File: src/cmhp_regs.vh
`ifndef CMHP_REGS_VH
`define CMHP_REGS_VH

// register byte offsets
`define CMHP_OFS_CTRL 5'h00
`define CMHP_OFS_STATUS 5'h04
`define CMHP_OFS_LASTHDR 5'h08
`define CMHP_OFS_CNT_ACC 5'h0c
`define CMHP_OFS_CNT_DISC 5'h10
`define CMHP_OFS_CNT_HCS 5'h14
`define CMHP_OFS_CNT_BAD 5'h18

// control fields and reset value
`define CMHP_CTRL_ENABLE 0
`define CMHP_CTRL_DOWNSTREAM 1
`define CMHP_CTRL_RESET 2'h1

// frame control byte layout
`define CMHP_FRAME_TYPE_CODE_HI 7
`define CMHP_FRAME_TYPE_CODE_LO 6
`define CMHP_FRAME_TYPE_PARAM_HI 5
`define CMHP_FRAME_TYPE_PARAM_LO 1
`define CMHP_FC_EXTENDED_HEADER 0

// frame type codes
`define CMHP_TYPE_PACKET 2'h0
`define CMHP_TYPE_ATM 2'h1
`define CMHP_TYPE_RSVD 2'h2
`define CMHP_TYPE_SPECIFIC 2'h3

// type parameters
`define CMHP_PARM_PACKET 5'h00
`define CMHP_PARM_TIMING 5'h00
`define CMHP_PARM_MGMT 5'h01
`define CMHP_PARM_REQUEST 5'h02
`define CMHP_PARM_FRAG 5'h03
`define CMHP_PARM_CONCAT 5'h1c

// limits and constants
`define CMHP_STUFF_BYTE 8'hff
`define CMHP_EXTENDED_HEADER_MAX 8'hf0
`define CMHP_MIN_DS_PDU 16'h000c
`define CMHP_CRC_INIT 16'hffff
`define CMHP_CRC_POLY 16'h1021

// verdict codes kept in status
`define CMHP_V_ACCEPT 3'h0
`define CMHP_V_DISCARD 3'h1
`define CMHP_V_HCS 3'h2
`define CMHP_V_BAD 3'h3
`define CMHP_V_REQUEST 3'h4

`endif

File: src/cmhp_counter.v
`timescale 1ns/1ps

module cmhp_counter (
  clk_sys,
  sys_rst,
  clear,
  inc,
  count
);
  input wire clk_sys;
  input wire sys_rst;
  input wire clear;
  input wire inc;
  output reg [31:0] count;

  // increment with clear loads one, so no event is lost
  always @(posedge clk_sys) begin
    if (sys_rst) begin
      count <= 32'h0;
    end else if (inc) begin
      count <= clear ? 32'h1 : count + 32'h1;
    end else if (clear) begin
      count <= 32'h0;
    end
  end
endmodule // cmhp_counter

File: src/cmhp_crc16.v
`timescale 1ns/1ps
`include "cmhp_regs.vh"

module cmhp_crc16 (
  clk_sys,
  sys_rst,
  clear,
  en,
  din,
  crc
);
  input wire clk_sys;
  input wire sys_rst;
  input wire clear;
  input wire en;
  input wire [7:0] din;
  output reg [15:0] crc;

  reg [15:0] next_crc;
  reg [15:0] c;
  reg fb;
  integer i;

  // msb-first byte update; clear restarts before this byte
  always @* begin
    c = clear ? `CMHP_CRC_INIT : crc;
    fb = 1'b0;
    for (i = 0; i < 8; i = i + 1) begin
      fb = c[15] ^ din[7 - i];
      c = {c[14:0], 1'b0};
      if (fb) begin
        c = c ^ `CMHP_CRC_POLY;
      end
    end
    next_crc = c;
  end

  always @(posedge clk_sys) begin
    if (sys_rst) begin
      crc <= `CMHP_CRC_INIT;
    end else if (en) begin
      crc <= next_crc;
    end else if (clear) begin
      crc <= `CMHP_CRC_INIT;
    end
  end
endmodule // cmhp_crc16

File: src/cmhp_parser.v
// Behaviour
// - forward packet PDU whole, CRC kept
// - packet parameter nonzero: ignore frame
// - header parameter zero unless extended header
// - length counts PDU plus extended header
// - extended header at most 240 bytes
// - header check sequence ends each header
// - PDU holds addresses, type, data, CRC
// - suppressed bytes unsent; CRC covers sent
// - upstream packet frame may be empty
// - downstream packet PDU holds both addresses
// - ATM frames discarded, skipped by length
// - reserved PDU frames discarded, skipped
// - reserved length counts payload plus extension
// - specific-header parameter selects header kind
// - timing header carries following timing PDU
// - timing header: no extension, length PDU
// - management header, optional extension, forwarded
// - frame control: type, parameter, extension flag
// - header check is CRC-CCITT over header
//
// Local design decisions: the register offsets and the Avalon-MM slave port.
`timescale 1ns/1ps
`include "cmhp_regs.vh"

module cmhp_parser (
  clk_sys,
  sys_rst,
  avs_address,
  avs_read,
  avs_write,
  avs_writedata,
  avs_readdata,
  avs_waitrequest,
  rx_valid,
  rx_data,
  rx_ready,
  out_valid,
  out_data,
  out_first,
  out_last,
  out_class,
  out_ready
);
  input wire clk_sys;
  input wire sys_rst;
  input wire [4:0] avs_address;
  input wire avs_read;
  input wire avs_write;
  input wire [31:0] avs_writedata;
  output reg [31:0] avs_readdata;
  output wire avs_waitrequest;
  input wire rx_valid;
  input wire [7:0] rx_data;
  output wire rx_ready;
  output reg out_valid;
  output reg [7:0] out_data;
  output reg out_first;
  output reg out_last;
  output reg [1:0] out_class;
  input wire out_ready;

  localparam ST_FC = 4'h0;
  localparam ST_PARM = 4'h1;
  localparam ST_LENH = 4'h2;
  localparam ST_LENL = 4'h3;
  localparam ST_EXTENDED_HEADER = 4'h4;
  localparam ST_HCSH = 4'h5;
  localparam ST_HCSL = 4'h6;
  localparam ST_FWD = 4'h7;
  localparam ST_SKIP = 4'h8;

  reg [3:0] state;
  reg [7:0] frame_control_byte;
  reg [7:0] header_param_byte;
  reg [15:0] len_r;
  reg [7:0] extended_header_left;
  reg [7:0] hcs_hi;
  reg [15:0] remain;
  reg first_pending;
  reg [1:0] ctrl;
  reg [2:0] verdict;
  reg bus_ack;

  wire [1:0] frame_type_code = frame_control_byte[`CMHP_FRAME_TYPE_CODE_HI:`CMHP_FRAME_TYPE_CODE_LO];
  wire [4:0] frame_type_param = frame_control_byte[`CMHP_FRAME_TYPE_PARAM_HI:`CMHP_FRAME_TYPE_PARAM_LO];
  wire ext_header_present = frame_control_byte[`CMHP_FC_EXTENDED_HEADER];
  wire enable = ctrl[`CMHP_CTRL_ENABLE];
  wire downstream = ctrl[`CMHP_CTRL_DOWNSTREAM];

  // only the forward state can stall the PHY side
  wire out_free = !out_valid || out_ready;
  assign rx_ready = (state == ST_FWD) ? out_free : 1'b1;
  wire take = rx_valid && rx_ready;

  wire fc_start = (state == ST_FC) && take && enable && (rx_data != `CMHP_STUFF_BYTE);
  wire in_header = (state == ST_PARM) || (state == ST_LENH) || (state == ST_LENL) || (state == ST_EXTENDED_HEADER);
  wire crc_en = fc_start || (in_header && take);
  wire [15:0] crc_val;

  cmhp_crc16 u_crc (
    .clk_sys(clk_sys),
    .sys_rst(sys_rst),
    .clear(fc_start),
    .en(crc_en),
    .din(rx_data),
    .crc(crc_val)
  );

  // header verdict, evaluated on the second check byte
  wire [7:0] ext_header_length = ext_header_present ? header_param_byte : 8'h00;
  wire [15:0] pdu_len = len_r - {8'h00, ext_header_length};
  wire len_short = len_r < {8'h00, ext_header_length};
  wire hcs_ok = ({hcs_hi, rx_data} == crc_val);
  wire is_packet = (frame_type_code == `CMHP_TYPE_PACKET);
  wire is_spec = (frame_type_code == `CMHP_TYPE_SPECIFIC);
  wire is_timing = is_spec && (frame_type_param == `CMHP_PARM_TIMING);
  wire is_mgmt = is_spec && (frame_type_param == `CMHP_PARM_MGMT);
  wire is_req = is_spec && (frame_type_param == `CMHP_PARM_REQUEST);
  wire is_concat = is_spec && (frame_type_param == `CMHP_PARM_CONCAT);
  wire parm_must_zero = !ext_header_present && (is_packet || is_mgmt ||
    frame_type_code == `CMHP_TYPE_RSVD);
  wire bad_fields = (parm_must_zero && header_param_byte != 8'h00) ||
    (ext_header_present && header_param_byte > `CMHP_EXTENDED_HEADER_MAX) ||
    (is_timing && ext_header_present) ||
    len_short;
  wire pkt_ok = is_packet && (frame_type_param == `CMHP_PARM_PACKET);
  wire ds_short = downstream && pkt_ok && (pdu_len < `CMHP_MIN_DS_PDU);
  wire to_host = pkt_ok || is_timing || is_mgmt;
  wire hdr_done = (state == ST_HCSL) && take;
  wire ev_hcs = hdr_done && !hcs_ok && !is_req;
  wire ev_bad = hdr_done && hcs_ok && !is_req && (bad_fields || ds_short);
  wire ev_disc = hdr_done && hcs_ok && !is_req && !bad_fields && !ds_short && !to_host && !is_concat;
  wire ev_acc = hdr_done && hcs_ok && (is_req || (!bad_fields && !ds_short && (to_host || is_concat)));

  always @(posedge clk_sys) begin
    if (sys_rst) begin
      state <= ST_FC;
      frame_control_byte <= 8'h00;
      header_param_byte <= 8'h00;
      len_r <= 16'h0000;
      extended_header_left <= 8'h00;
      hcs_hi <= 8'h00;
      remain <= 16'h0000;
      first_pending <= 1'b0;
      verdict <= `CMHP_V_ACCEPT;
    end else if (take) begin
      case (state)
        ST_FC: begin
          // stuff bytes and disabled input fall on the floor
          if (fc_start) begin
            frame_control_byte <= rx_data;
            state <= ST_PARM;
          end
        end
        ST_PARM: begin
          header_param_byte <= rx_data;
          state <= ST_LENH;
        end
        ST_LENH: begin
          len_r[15:8] <= rx_data;
          state <= ST_LENL;
        end
        ST_LENL: begin
          len_r[7:0] <= rx_data;
          extended_header_left <= header_param_byte;
          // extended header sits just ahead of the check bytes
          state <= (ext_header_present && header_param_byte != 8'h00) ? ST_EXTENDED_HEADER : ST_HCSH;
        end
        ST_EXTENDED_HEADER: begin
          extended_header_left <= extended_header_left - 8'h01;
          if (extended_header_left == 8'h01) begin
            state <= ST_HCSH;
          end
        end
        ST_HCSH: begin
          hcs_hi <= rx_data;
          state <= ST_HCSL;
        end
        ST_HCSL: begin
          remain <= pdu_len;
          first_pending <= 1'b1;
          if (is_req && hcs_ok) begin
            // length carries a service id, nothing follows
            verdict <= `CMHP_V_REQUEST;
            state <= ST_FC;
          end else if (!hcs_ok) begin
            // skip by the length as received; resync at next header
            verdict <= `CMHP_V_HCS;
            state <= (len_short || pdu_len == 16'h0000 || is_req) ? ST_FC : ST_SKIP;
          end else if (is_concat && !bad_fields) begin
            // inner frames are parsed as ordinary headers
            verdict <= `CMHP_V_ACCEPT;
            state <= ST_FC;
          end else if (ev_acc) begin
            verdict <= `CMHP_V_ACCEPT;
            state <= (pdu_len == 16'h0000) ? ST_FC : ST_FWD;
          end else begin
            verdict <= bad_fields || ds_short ? `CMHP_V_BAD : `CMHP_V_DISCARD;
            state <= (len_short || pdu_len == 16'h0000) ? ST_FC : ST_SKIP;
          end
        end
        ST_FWD: begin
          // bytes pass untouched, trailing CRC included
          first_pending <= 1'b0;
          remain <= remain - 16'h0001;
          if (remain == 16'h0001) begin
            state <= ST_FC;
          end
        end
        ST_SKIP: begin
          remain <= remain - 16'h0001;
          if (remain == 16'h0001) begin
            state <= ST_FC;
          end
        end
        default: begin
          state <= ST_FC;
        end
      endcase
    end
  end

  // output stage: one byte register, stalls the PHY side when full
  wire out_load = take && (state == ST_FWD);

  always @(posedge clk_sys) begin
    if (sys_rst) begin
      out_valid <= 1'b0;
      out_data <= 8'h00;
      out_first <= 1'b0;
      out_last <= 1'b0;
      out_class <= `CMHP_TYPE_PACKET;
    end else if (out_load) begin
      out_valid <= 1'b1;
      out_data <= rx_data;
      out_first <= first_pending;
      out_last <= (remain == 16'h0001);
      out_class <= frame_type_code;
    end else if (out_ready) begin
      // flags qualify only with valid, so they drop with it
      out_valid <= 1'b0;
      out_first <= 1'b0;
      out_last <= 1'b0;
    end
  end

  // avalon slave: one wait cycle on every access
  wire bus_req = avs_read || avs_write;
  assign avs_waitrequest = bus_req && !bus_ack;
  wire wr_now = avs_write && bus_ack;
  wire [31:0] cnt_acc;
  wire [31:0] cnt_disc;
  wire [31:0] cnt_hcs;
  wire [31:0] cnt_bad;

  always @(posedge clk_sys) begin
    if (sys_rst) begin
      bus_ack <= 1'b0;
      ctrl <= `CMHP_CTRL_RESET;
      avs_readdata <= 32'h0;
    end else begin
      bus_ack <= bus_req && !bus_ack;
      if (wr_now && avs_address == `CMHP_OFS_CTRL) begin
        ctrl <= avs_writedata[1:0];
      end
      if (avs_read && !bus_ack) begin
        case (avs_address)
          `CMHP_OFS_CTRL: avs_readdata <= {30'h0, ctrl};
          `CMHP_OFS_STATUS: avs_readdata <= {21'h0, verdict, out_valid, state, 3'h0};
          `CMHP_OFS_LASTHDR: avs_readdata <= {len_r, header_param_byte, frame_control_byte};
          `CMHP_OFS_CNT_ACC: avs_readdata <= cnt_acc;
          `CMHP_OFS_CNT_DISC: avs_readdata <= cnt_disc;
          `CMHP_OFS_CNT_HCS: avs_readdata <= cnt_hcs;
          `CMHP_OFS_CNT_BAD: avs_readdata <= cnt_bad;
          default: avs_readdata <= 32'h0;
        endcase
      end
    end
  end

  cmhp_counter u_cnt_acc (
    .clk_sys(clk_sys),
    .sys_rst(sys_rst),
    .clear(wr_now && avs_address == `CMHP_OFS_CNT_ACC),
    .inc(ev_acc),
    .count(cnt_acc)
  );

  cmhp_counter u_cnt_disc (
    .clk_sys(clk_sys),
    .sys_rst(sys_rst),
    .clear(wr_now && avs_address == `CMHP_OFS_CNT_DISC),
    .inc(ev_disc),
    .count(cnt_disc)
  );

  cmhp_counter u_cnt_hcs (
    .clk_sys(clk_sys),
    .sys_rst(sys_rst),
    .clear(wr_now && avs_address == `CMHP_OFS_CNT_HCS),
    .inc(ev_hcs),
    .count(cnt_hcs)
  );

  cmhp_counter u_cnt_bad (
    .clk_sys(clk_sys),
    .sys_rst(sys_rst),
    .clear(wr_now && avs_address == `CMHP_OFS_CNT_BAD),
    .inc(ev_bad),
    .count(cnt_bad)
  );
endmodule // cmhp_parser

File: config.mk
export PLATFORM = sky130hd
export DESIGN_NAME = cmhp_parser
export DESIGN_NICKNAME = d
export VERILOG_FILES = /design/src/cmhp_counter.v /design/src/cmhp_crc16.v /design/src/cmhp_parser.v
export VERILOG_INCLUDE_DIRS = /design/src
export SDC_FILE = /design/constraint.sdc
export NUM_CORES = 1
export LEC_CHECK = 0
export BUFFER_PORTS_ARGS = -buffer_cell sky130_fd_sc_hd__buf_2
export CORE_MARGIN = 10
export CORE_UTILIZATION = 45
export DETAILED_ROUTE_END_ITERATION = 6
export PLACE_DENSITY = 0.65
export SLEW_MARGIN = 20
export SYNTH_ARGS = -nofsm -noshare
export SYNTH_HDL_FRONTEND = slang
export SYNTH_HIERARCHICAL = 1
export SYNTH_SLANG_ARGS = --single-unit
File: constraint.sdc
create_clock -name clk_sys -period 4.9 [get_ports clk_sys]
set_clock_uncertainty 0.05 [all_clocks]
set_input_delay 0.245 -clock clk_sys [delete_from_list [all_inputs] [get_ports clk_sys]]
set_output_delay 0.245 -clock clk_sys [all_outputs]
set_load 0.01 [all_outputs]
# --- After elaboration in Yosys (flattened, before gate mapping) ---
# Index checks and enable logic that the tools add are counted.
classes:
  muxes: 49
  order_cmp: 3
  reduce_logical: 93
  eq_ne: 26
  addsub: 7
  bitwise: 16
op_table:
  columns: ["operator", "count"]
  rows:
  - ["32-bit two-way mux", 12]
  - ["32-bit case mux with 7 select lines", 1]
  - ["32-bit by 1-bit adder with 32-bit output, second input constant", 4]
  - ["13-bit two-way mux", 8]
  - ["1-bit logical AND", 41]
  - ["4-bit two-way mux", 9]
  - ["16-bit two-way mux", 2]
  - ["16-bit case mux with 2 select lines", 1]
  - ["4-bit case mux with 8 select lines", 1]
  - ["3-bit inverter", 8]
  - ["5-bit equality test, second input constant", 4]
  - ["1-bit logical OR", 18]
  - ["16-bit by 1-bit equality test with 1-bit output, second input constant", 1]
  - ["16-bit equality test", 1]
  - ["4-bit by 3-bit equality test with 1-bit output, second input constant", 4]
  - ["16-bit logical NOT", 1]
  - ["16-bit by 4-bit less-than comparator with 1-bit output, second input constant", 1]
  - ["16-bit by 8-bit less-than comparator with 1-bit output", 1]
  - ["8-bit case mux with 2 select lines", 1]
  - ["2-bit AND reduction", 8]
  - ["2-bit nonzero test", 8]
  - ["16-bit by 1-bit subtractor with 16-bit output, second input constant", 1]
  - ["16-bit by 8-bit subtractor with 16-bit output", 1]
  - ["5-bit by 4-bit equality test with 1-bit output, second input constant", 2]
  - ["other kinds (27)", 55]
word_totals:
  elab_cells: 217
  regBits: 264
  input_bits: 51

# --- Depth between registers and ports, before layout ---
# Gate-level depths: netlist (run 1).
depth:
  ltp_word: 25
  depth_mapped: 17
  depth_no_buf: 15

# --- Cells and area by module ---
# Netlist (run 1), hierarchy kept.
modules_own_cells:
  columns: ["mod", "instances", "cells_each", "area_each_um2", "seq_area_each_um2"]
  rows:
  - ["cmhp_parser", 1, 941, 7201.9, 2402.3]
  - ["cmhp_counter", 4, 182, 1556.5, 640.6]
  - ["cmhp_crc16", 1, 141, 1111.1, 320.3]

# --- Worst setup path before layout (run 1) ---
# OpenSTA, ideal clock, no wires.
synth_path:
  path_kind: "register to register"
  from: "register frame_control_byte[0]"
  to: "register u_cnt_disc.count[27]"
  setup_ns: 0.070
  stages_incl_launch_ff: 16
  arrival_time_ns: 4.412
  synth_period_minus_slack_ns: 4.532
  path_buffers: 2
  setup_slack_ns: 0.368
  cell_sequence: "dfxtp_1 clkbuf_1 nand2_1 ha_1 a21o_1 or4_1 clkbuf_2 a2111oi_0 xnor2_1 nand3_1 nor3_4 nor3_1 nand4_1 or4_4 or4_1 a21oi_1"
synth_via:
  elab_chain_cells: 12
  elab_cells_between_ends: 21
  classes_between: "add/sub: 1; order compare: 2; mux: 2; reduce/logical: 16"
synth_lines:
  columns: ["item", "line", "source"]
  rows:
  - ["start, declared", "cmhp_parser.v:74", "reg [7:0] frame_control_byte;"]
  - ["start signal, assigned", "cmhp_parser.v:152", "frame_control_byte <= rx_data;"]
  - ["parallel branches: the longest is 8 deep, another holds 16-bit by 8-bit subtractor with 16-bit output", null, null]
  - ["1-bit logical AND (*) (3 in a row)", "cmhp_parser.v:133", "wire ev_disc = hdr_done && hcs_ok && !is_req && !bad_fields && !ds_short && !to_host && !is_concat;"]
  - ["named net ev_disc", "cmhp_parser.v:133", null]
  - ["32-bit two-way mux or 2-bit nonzero test (tied branches)", null, null]
  - ["end signal, assigned", "cmhp_counter.v:21", "count <= clear ? 32'h1 : count + 32'h1;"]
  - ["end, declared", "cmhp_counter.v:14", "output reg [31:0] count;"]
# Mark *: on every way through the listed nets, which the timed path passes.
# A chain may end at the register's enable or synchronous reset.

# --- Worst setup path in the final report (run 1) ---
layout_path:
  from: "register frame_control_byte[0]"
  to: "register u_cnt_bad.count[25]"
layout_via:
  elab_chain_cells: 9
  elab_cells_between_ends: 17
  classes_between: "add/sub: 1; order compare: 2; mux: 2; reduce/logical: 12"
layout_lines:
  columns: ["item", "line", "source"]
  rows:
  - ["parallel branches: the longest is 6 deep, another holds 16-bit by 8-bit subtractor with 16-bit output", null, null]
  - ["1-bit logical OR (*)", "cmhp_parser.v:132", "wire ev_bad = hdr_done && hcs_ok && !is_req && (bad_fields || ds_short);"]
  - ["1-bit logical AND (*)", "cmhp_parser.v:132", null]
  - ["named net ev_bad", "cmhp_parser.v:132", null]
  - ["32-bit two-way mux or 2-bit nonzero test (tied branches)", null, null]
  - ["end signal, assigned", "cmhp_counter.v:21", null]
  - ["end, declared", "cmhp_counter.v:14", null]
# Marks and branches as above.

==> results of run 1 <==
kinds of logic after synthesis:
group                    after synthesis  synth area share (%)
AND/OR/NAND/NOR                      759                  27.3
multiplexers                          78                  5.38
XOR/XNOR                              90                  5.42
flip-flops                           264                  36.4
adder cells (fa/ha/maj)               18                  1.60
buffers and inverters                150                  4.22
AO/OA/AOI/OAI                        451                  19.7
power breakdown:
part           switching [mW]  total, mW  internal [mW]
clock                   0.911       2.17           1.26
sequential              0.157       2.40           2.24
combinational           0.753       1.25          0.496
registers in the layout, indices dropped and copies added (netlist names), 2 cells and up:
signal and cells:
header_param_byte 8, state 4, remain 16, extended_header_left 8
frame_control_byte 8, avs_readdata 32, out_class 2, ctrl 2
verdict 3, u_cnt_bad/count 32, u_crc/crc 16, u_cnt_hcs/count 32
out_data 8, hcs_hi 8, u_cnt_acc/count 32, len_r 16
u_cnt_disc/count 32
synthesized netlist by cell type, types with 16 or more instances:
cell and count:
a21oi_1 155, a221oi_1 19, a22oi_1 44, a31oi_1 25
and4_1 16, clkbuf_1 85, dfxtp_1 264, ha_1 17
inv_1 31, mux2i_1 77, nand2_1 161, nand3_1 61
nand4_1 43, nor2_1 206, nor3_1 39, nor4_1 42
o21ai_0 81, o31ai_1 41, or3_1 47, or4_1 54
xnor2_1 53, xor2_1 37
final cells by class:
type                       count  area, um2  area share (%)
antenna                        2       5.00          0.0308
inverter                      37        139           0.855
sequential                   264       5290            32.5
tap                          402        503            3.10
clock buffer                  37        806            4.96
clock inverter                15        135           0.832
multi-input combinational   1396       8670            53.4
timing repair buffer         114        701            4.31
layer usage:
layer / track usage, % / part of all wire [%]
met1: 29.2 / 43
met2: 35.7 / 45
met3: 3.65 / 7.2
met4: 9.76 / 4.3
met5: 0 / 0
metrics by stage:
step           utilization [%]  std cells  total power, mW  hold WS, ns  area, um2
6_report                  51.2       2267             5.82       0.0190      16200
5_1_grt                   51.2       2265             6.07       0.0174      16200
4_1_cts                   51.2       2265             5.84       0.0136      16200
3_5_place_dp              48.1       2209             3.66        0.406      15200
3_3_place_gp              48.1       2209             3.64        0.396      15200
2_1_floorplan                -       1810             3.32        0.267      14500
worst min-delay path by stage:
stage | endpoint | slack (ns)
5_1_grt | frame_control_byte[0] | 0.02
6_report | frame_control_byte[0] | 0.02
3_5_place_dp | verdict[2] | 0.41
3_3_place_gp | verdict[2] | 0.40
4_1_cts | frame_control_byte[0] | 0.01
2_1_floorplan | u_cnt_acc/count[0] | 0.27
tightest hold or removal path, cell delays in order:
cell	delay, ns
buf_2	0.19
nand2_1	0.09
a21oi_1	0.05
what timing repair did:
action,CTS,global route
gates resized for setup,0,3
hold buffers,4,0
hold endpoints to repair,6,0
endpoints found under the setup margin,0,11
==> run metrics, run 1 <==
CTS tree done; I/O Buffers 67; crit-path most repeated cell or4_1; initial core utilization 45.8%; Setup Viol. Count Final 0; CP required 5.33 ns; Seq/Total Area, Yosys 36.4%; pre-CTS setup slack 0.160 ns; crit-path cells nand2_1 -> ha_1 -> a21o_1 -> or4_1 -> a2111oi_1 -> xnor2_1 -> nand3_1 -> nor3_4 -> o21a_1 -> nand4_1 -> or4_4 -> or4_1 -> a21oi_1; core box area 31700 um2; fin crit share 95.4%; peak per-stage delay on the critical path 0.63 ns; Layout fillers 3079; final wirelength 45600 um; clock slew at reported path FFs 0.06 ns; Worst setup SP type register; Remaining Overflow, GRT 0; Final Hold Viols 0; kind of critical path reg2reg; gr usage total 22.3%; number of synthesized flops with an enable pin 0; die width 200 um; worst setup path startpoint frame_control_byte[0]; Buf/Inv on CP 0; NumNets Final 1911; first-pass iteration count of the detailed router 5; Top delay family on crit path simple AND/OR/NAND/NOR gates; fin. max-slew vios 0; hold path start rx_data[0]; vias per inst 6.23; top post-synthesis cells by area dfxtp_1 36%, a21oi_1 5.3%, nor2_1 5.3%; unrepaired setup endpoints after global routing false; # clock sinks 264; setup ws final 0.224 ns; cell taking the most area after synthesis dfxtp_1; worst vdd ir 0.000317 V; status completed; worst setup path end u_cnt_bad/count[25]; DR iter-0 viols 1400; H-tree levels 1; Leakage 5.68 nW; die area 39900 um2; post-DP HPWL 32900 um; post-synth top area share 36.4%; Area growth, synth to finish 11.7%; Mean Syn Cell Area 8.03 um2; share of cells above drive strength 1 11.3%; postcts setup bufs 0; fin crit period 4.68 ns; CTS root buf clkbuf_16; ys async rst share 0%; Crit Reg-Reg Startpoint frame_control_byte[0]; post-route ant nets 0; flops & latches, synth 264; Syn. warnings 6; crit end category register; pin count of the biggest net entering global routing 48; drt wl/cell 20.1 um; crit path DAT 5.10 ns; Rel. slew slack 17.8%; total number of vias 14117; worst-margin pin slew 1.22 ns; most frequent cells in the layout 264 x dfxtp_1, 206 x nor2_1, 161 x nand2_1; Mapped Area 14500 um2; stages on the worst setup path 13; worst skew pair latency 0.56 ns; # rows 65; reg2reg setup slack 0.22 ns; I/O pins 98; clk buf depth 3; drt drc 0; global-route wire length before repair 71600 um; Syn Nets 1879; Fmax 214 MHz; Critical Path Fanout Max 15; CTS buffer count 29; cells on worst reg2reg path 13; worst hold path class in2reg; reg2reg end u_cnt_bad/count[25]; Hold Crit Depth 3; Post-synth top flop dfxtp_1; vias in the first global route 12919; antenna violations before repair 2; power per cell area 358 nW/um2; routability-driven placement congestion ratio 0.915; CP max-delay cell or4_4; most common cell after layout, fill and taps aside dfxtp_1; Syn Inst Count 1810; Max-Cap Viols 0; Synth cell types 74; Die Span Y 200 um; setup TNS 0 ns
Note: power is estimated with default switching activity, not from simulation.
==> inputs of run 2 (changes only) <==
Settings changed: BUFFER_PORTS_ARGS -buffer_cell sky130_fd_sc_hd__buf_2 to default, DONT_BUFFER_PORTS from default to 1, PLACE_DENSITY 0.65 to 0.63.
Clock period 4.9 ns to 5.4 ns, I/O delays scaled along.
==> run 2 against run 1 <==
  * Via count shrank 1.6%
  * Total power fell by 9.7%
  * Wire length up 1.2%
  * Critical endpoint is now u_cnt_bad/count[29]
==> run metrics, run 2 (same netlist as run 1, synthesis figures left out) <==
Max-Cap Viols 0 (unchanged); Top delay family on crit path simple AND/OR/NAND/NOR gates; Setup Viol. Count Final 0 (unchanged); Final Non-Filler Cells 2197 (-3.1%); Buf/Inv on CP 0 (unchanged); Worst setup SP type register; drt drc 0 (unchanged); total power 5.26 mW (-9.7%); power per cell area 330 nW/um2 (-8.0%); DR iter-0 viols 1449 (+3.5%); most frequent cells in the layout 264 x dfxtp_1, 206 x nor2_1, 161 x nand2_1; clock slew at reported path FFs 0.06 ns (about the same); final core utilization 50.3% (-0.94 points); reg2reg end u_cnt_bad/count[29]; die area 39900 um2 (unchanged); drt wl/cell 21.0 um (+4.4%); post-route ant nets 0 (unchanged); CTS root buf clkbuf_16; peak per-stage delay on the critical path 0.62 ns (about the same); clk buf depth 3 (unchanged); cells on worst reg2reg path 13 (unchanged); share of cells above drive strength 1 7.24% (-4.0 points); setup TNS 0 ns (unchanged); routability-driven placement congestion ratio 0.923 (+0.90%); number of diodes 0 (-2); fin. max-slew vios 0 (unchanged); post-DP HPWL 32300 um (-1.8%); vias in the first global route 12718 (-1.6%); Remaining Overflow, GRT 0 (unchanged); Crit Reg-Reg Startpoint header_param_byte[7]; fin crit period 5.02 ns (+0.339 ns); Die Span Y 200 um (unchanged); gr usage total 22.6% (+0.23 points); Hold Crit Depth 3 (unchanged); NumNets Final 1842 (-3.6%); vias per inst 6.32 (+1.5%); Placed Cells 2129 (-3.6%); Final Hold Viols 0 (unchanged); crit-path cells nand2_1 -> ha_1 -> a21o_1 -> or4_1 -> a2111oi_0 -> xnor2_1 -> nand3_1 -> nor3_4 -> o21a_1 -> nand4_1 -> or4_4 -> or4_1 -> a21oi_1; stages on the worst setup path 13 (unchanged); # clock sinks 264 (unchanged); first-pass iteration count of the detailed router 6 (+1); crit path DAT 5.44 ns (+0.34 ns); worst skew pair latency 0.56 ns (about the same); worst hold path class in2reg; die width 200 um (unchanged); CTS buffer count 30 (+3.4%); kind of critical path reg2reg; worst vdd ir 0.000276 V (-13%); status completed; CTS tree done; end of the worst hold path u_crc/crc[5]; Rel. slew slack 26.5% (+8.7 points); reg2reg setup slack 0.38 ns (+0.16 ns); total number of vias 13889 (-1.6%); cts repair resizes 0 (unchanged); CP required 5.82 ns (+0.49 ns); crit end category register; crit-path most repeated cell or4_1; hold path start sys_rst; unrepaired setup endpoints after global routing false; Fmax 199 MHz (-6.8%); final wirelength 46200 um (+1.2%); core box area 31700 um2 (unchanged); Leakage 5.33 nW (-6.2%); pin count of the biggest net entering global routing 154 (+220%); Area growth, synth to finish 9.66%; # rows 65 (unchanged); antenna violations before repair 1 (-1); worst-margin pin slew 1.09 ns (-0.122 ns); initial core utilization 45.8% (unchanged); Critical Path Fanout Max 15 (unchanged); global-route wire length before repair 71800 um (+0.24%); I/O Buffers 0 (-100%); H-tree levels 1 (unchanged); fin crit share 92.9% (-2.5 points); most common cell after layout, fill and taps aside dfxtp_1; I/O pins 98 (unchanged); CP max-delay cell or4_4
-- run 2: cell types whose count changed in the layout (fill, tap and decap cells not counted), sizes merged --
| cell | before | now |
|---|---|---|
| inv | 32 | 31 |
| bufinv | 2 | 1 |
| clkinvlp | 1 | 3 |
| dlygate4sd3 | 4 | 13 |
| diode | 2 | 0 |
| clkbuf | 37 | 42 |
| buf | 110 | 31 |
| clkinv | 17 | 14 |
-- run 2: worst max path at each step --
stage	start	end
floorplan	frame_control_byte[0]	u_cnt_disc/count[27]
global placement	header_param_byte[7]	u_cnt_acc/count[25]
detailed placement	header_param_byte[7]	u_cnt_acc/count[25]
CTS	header_param_byte[7]	u_cnt_acc/count[25]
global route	header_param_byte[7]	u_cnt_acc/count[25]
finish	header_param_byte[7]	u_cnt_bad/count[29]
-- run 2: final cells by class --
class	instances	area (um2)
sequential	264	5290
tap	402	503
clock buffer	42	877
clock inverter	12	92.6
multi-input combinational	1396	8660
fill	3086	15800
inverter	37	139
timing repair buffer	44	383
-- run 2: power breakdown --
| group | internal [mW] | switching, mW | total (mW) | leakage (nW) |
|---|---|---|---|---|
| clock network | 1.17 | 0.823 | 1.99 | 0.477 |
| logic | 0.425 | 0.647 | 1.07 | 2.72 |
| registers | 2.03 | 0.155 | 2.19 | 2.13 |
-- run 2: worst register-to-register path, delay by kind of cell (launching register included) --
family,cells,cell delay (ns)
fa+ha+maj,1,0.37
flops,1,0.51
simple gates,7,2.55
compound gates,4,1.24
xor+xnor,1,0.23
-- run 2: per-layer routing --
layer / up-vias / part of all wire [%] / track usage, %
li1: 6633 / - / -
met1: 6655 / 42 / 28.9
met2: 504 / 46 / 36.5
met3: 95 / 8.7 / 5.43
met4: 2 / 3.4 / 7.57
met5: - / 0.022 / 0
-- run 2: per-stage QoR --
step	area (um2)	hold slack (ns)	setup WS, ns
floorplan	14500	0.292	0.868
global placement	14800	0.312	0.541
detailed placement	14800	0.319	0.467
CTS	15900	0.0224	0.449
global route	15900	0.0542	0.120
finish	15900	0.0337	0.385
-- run 2: repair_timing --
action,in CTS,in global routing
buffers inserted,0,0
hold buffers,14,0
endpoints found under the hold margin,150,0
==> inputs of run 3 (changes only) <==
Settings changed: ABC_AREA from default to 1, SYNTH_HIERARCHICAL 1 to default.
==> run 3 against run 2 <==
  * The flow now finishes with violations (negative hold slack)
  * Sequential power is 7% lower
  * Setup slack better by 1.4 ns
  * Critical path type unchanged
  * Area after synthesis is 11% higher
  * Cell count is 33% higher
  * Global-route usage is 3.1 points higher
  * Non-clock buffer count is 19 lower
  * Sequential share of layout area is 3.4 points lower
  * Via count is 20% higher
==> run metrics, run 3 <==
Area growth, synth to finish 10.1%; die area 43800 um2 (+9.8%); post-synth top area share 32.8% (-3.6 points); power per cell area 278 nW/um2 (-16%); Critical Path Fanout Max 17 (+2); drt wl/cell 19.9 um (-5.3%); I/O pins 98 (unchanged); NumNets Final 2513 (+36%); kind of critical path reg2reg; unrepaired setup endpoints after global routing false; Commonest cells post-synth 569 x nand2_1, 267 x nor2_1, 264 x dfxtp_1; DP Area 16400 um2 (+11%); number of synthesized flops with an enable pin 0 (unchanged); worst vdd ir 0.000260 V (-5.5%); Remaining Overflow, GRT 0 (unchanged); fin. max-slew vios 0 (unchanged); routability-driven placement congestion ratio 0.989 (+7.2%); CTS tree done; Crit Reg-Reg Startpoint frame_control_byte[0]; vias in the first global route 15562 (+22%); Mean Syn Cell Area 6.54 um2 (-19%); ys async rst share 0% (unchanged); most frequent cells in the layout 569 x nand2_1, 264 x nor2_1, 264 x dfxtp_1; fin crit share 66.3% (-27 points); core box area 35500 um2 (+12%); global-route wire length before repair 89900 um (+25%); total number of vias 16734 (+20%); antenna violations before repair 0 (-1); post-route design area 17800 um2 (+11%); Buf/Inv on CP 3 (+3); crit-path most repeated cell nand2_1; stages on the worst setup path 18 (+5); cts repair resizes 0 (unchanged); Final Non-Filler Cells 2930 (+33%); Post-synth top flop dfxtp_1; crit-path cells nand2_1 -> inv_1 -> ha_1 -> fa_1 -> inv_1 -> nand3_1 -> nand2_1 -> nand2_1 -> nand2_1 -> nand2_1 -> nand2_1 -> nand3_1 -> nor2_4 -> nand4_1 -> nand4_4 -> clkinv_2 -> nand3_1 -> a21oi_1; cell taking the most area after synthesis dfxtp_1; worst hold path class in2reg; die width 209 um (+4.8%); H-tree levels 2 (+1); Top delay family on crit path simple AND/OR/NAND/NOR gates; clock slew at reported path FFs 0.06 ns (about the same); final wirelength 58300 um (+26%); worst skew pair latency 0.55 ns (about the same); Syn Nets 2534 (+35%); worst hold slack -0.0232 ns (-0.0568 ns); share of cells above drive strength 1 7.53% (+0.29 points); CP required 5.74 ns (-0.08 ns); drt drc 0 (unchanged); post-DP HPWL 44000 um (+36%); Syn. warnings 0 (-6); Final Hold Viols 8 (+8); peak per-stage delay on the critical path 0.47 ns (-0.15 ns); CTS buffer count 34 (+13%); Synth cell types 64 (-14%); postcts setup bufs 0 (unchanged); Seq/Total Area, Yosys 32.8% (-3.6 points); clk buf depth 3 (unchanged); I/O Buffers 0 (unchanged); CP max-delay cell dfxtp_1; gr usage total 25.6% (+3.1 points); Fmax 279 MHz (+40%); CTS root buf clkbuf_16; Setup Viol. Count Final 0 (unchanged); Max-Cap Viols 0 (unchanged); failing checks negative hold slack; most common cell in the synthesized netlist nand2_1; setup TNS 0 ns (unchanged); Syn Inst Count 2465 (+36%); Placed Cells 2853 (+34%); first-pass iteration count of the detailed router 5 (-1); pin count of the biggest net entering global routing 152 (-1.3%); vias per inst 5.71 (-9.7%); reg2reg setup slack 1.82 ns (+1.44 ns); Mapped Area 16100 um2 (+11%); cells on worst reg2reg path 18 (+5); Hold Crit Depth 3 (unchanged); post-route ant nets 0 (unchanged); DR iter-0 viols 1430 (-1.3%); flops & latches, synth 264 (unchanged); # rows 69 (+6.2%); Rel. slew slack 32.0% (+5.5 points); setup ws final 1.82 ns (+1.44 ns); crit path DAT 3.92 ns (-1.52 ns); Worst setup SP type register; hold path start sys_rst; worst-margin pin slew 1.02 ns (-0.0777 ns); number of diodes 0 (unchanged); Leakage 6.44 nW (+21%); initial core utilization 45.5% (-0.37 points); reg2reg end u_cnt_disc.count[16]; end of the worst hold path u_cnt_acc.count[18]; # clock sinks 264 (unchanged); status complete, but fails checks; top post-synthesis cells by area dfxtp_1 33%, nand2_1 13%, a21oi_1 6.6%; fin crit period 3.58 ns (-1.44 ns); most common cell after layout, fill and taps aside nand2_1; crit end category register; pre-CTS setup slack 1.89 ns (+1.42 ns); Die Span Y 209 um (+4.8%)
==> run 3: layer usage <==
layer	global-route usage [%]	wire length (um)	part of all wire [%]	vias to the layer above
li1	-	-	-	8180
met1	31.9	24300	42	7818
met2	41.8	26800	46	605
met3	5.20	4560	7.8	131
met4	11.7	2600	4.5	0
met5	0	0	0	-
==> run 3: area by class of cell <==
type	count	area, um2
fillers	3657	17700
multi-input cells	1829	9410
flip-flops and latches	264	5290
inverters	290	1090
clock buffers	46	980
well taps	461	577
repair buffers	25	245
clock inverters	15	178
==> run 3: worst register-to-register path: stages, from the launching register on <==
cell and delay (ns):
dfxtp_1 0.47, nand2_1 0.14, inv_1 0.05, ha_1 0.20, fa_1 0.41, inv_1 0.12
nand3_1 0.09, nand2_1 0.10, nand2_1 0.11, nand2_1 0.08, nand2_1 0.04, nand2_1 0.09
nand3_1 0.12, nor2_4 0.18, nand4_1 0.21, nand4_4 0.31, clkinv_2 0.38, nand3_1 0.17
a21oi_1 0.08
==> run 3: power by group <==
group          leakage, nW  switching, mW  internal, mW
Clock                0.574          0.917          1.46
Combinational         3.73          0.378         0.154
Sequential            2.13         0.0410          1.99
==> run 3: kinds of logic after synthesis <==
kind of cell | count (synthesis) | synth area share (%)
fa+ha+maj | 18 | 1.44
compound gates | 483 | 17.4
buf+inv | 372 | 8.98
flops | 264 | 32.8
xor+xnor | 80 | 4.34
simple gates | 1248 | 35.1
==> run 3: worst max-delay path by stage <==
stage	end	startpoint	slack, ns
2_1_floorplan	u_cnt_bad.count[31]	frame_control_byte[0]	2.49
3_3_place_gp	u_cnt_disc.count[16]	frame_control_byte[0]	1.89
3_5_place_dp	u_cnt_disc.count[16]	frame_control_byte[0]	1.89
4_1_cts	u_cnt_disc.count[16]	frame_control_byte[0]	1.85
5_1_grt	u_cnt_disc.count[30]	frame_control_byte[0]	1.54
6_report	u_cnt_disc.count[16]	frame_control_byte[0]	1.82
==> run 3: per-stage QoR <==
stage	power, mW	utilization [%]
floorplan	2.45	-
global route	5.12	50.1
global placement	2.55	46.3
finish	4.94	50.1
detailed placement	2.55	46.3
CTS	4.97	50.0
==> run 3: repair_timing <==
action / 4_1_cts / 5_1_grt
hold buffers: 15 / 1
hold endpoints to repair: 194 / 2
setup endpoints to repair: 0 / 0
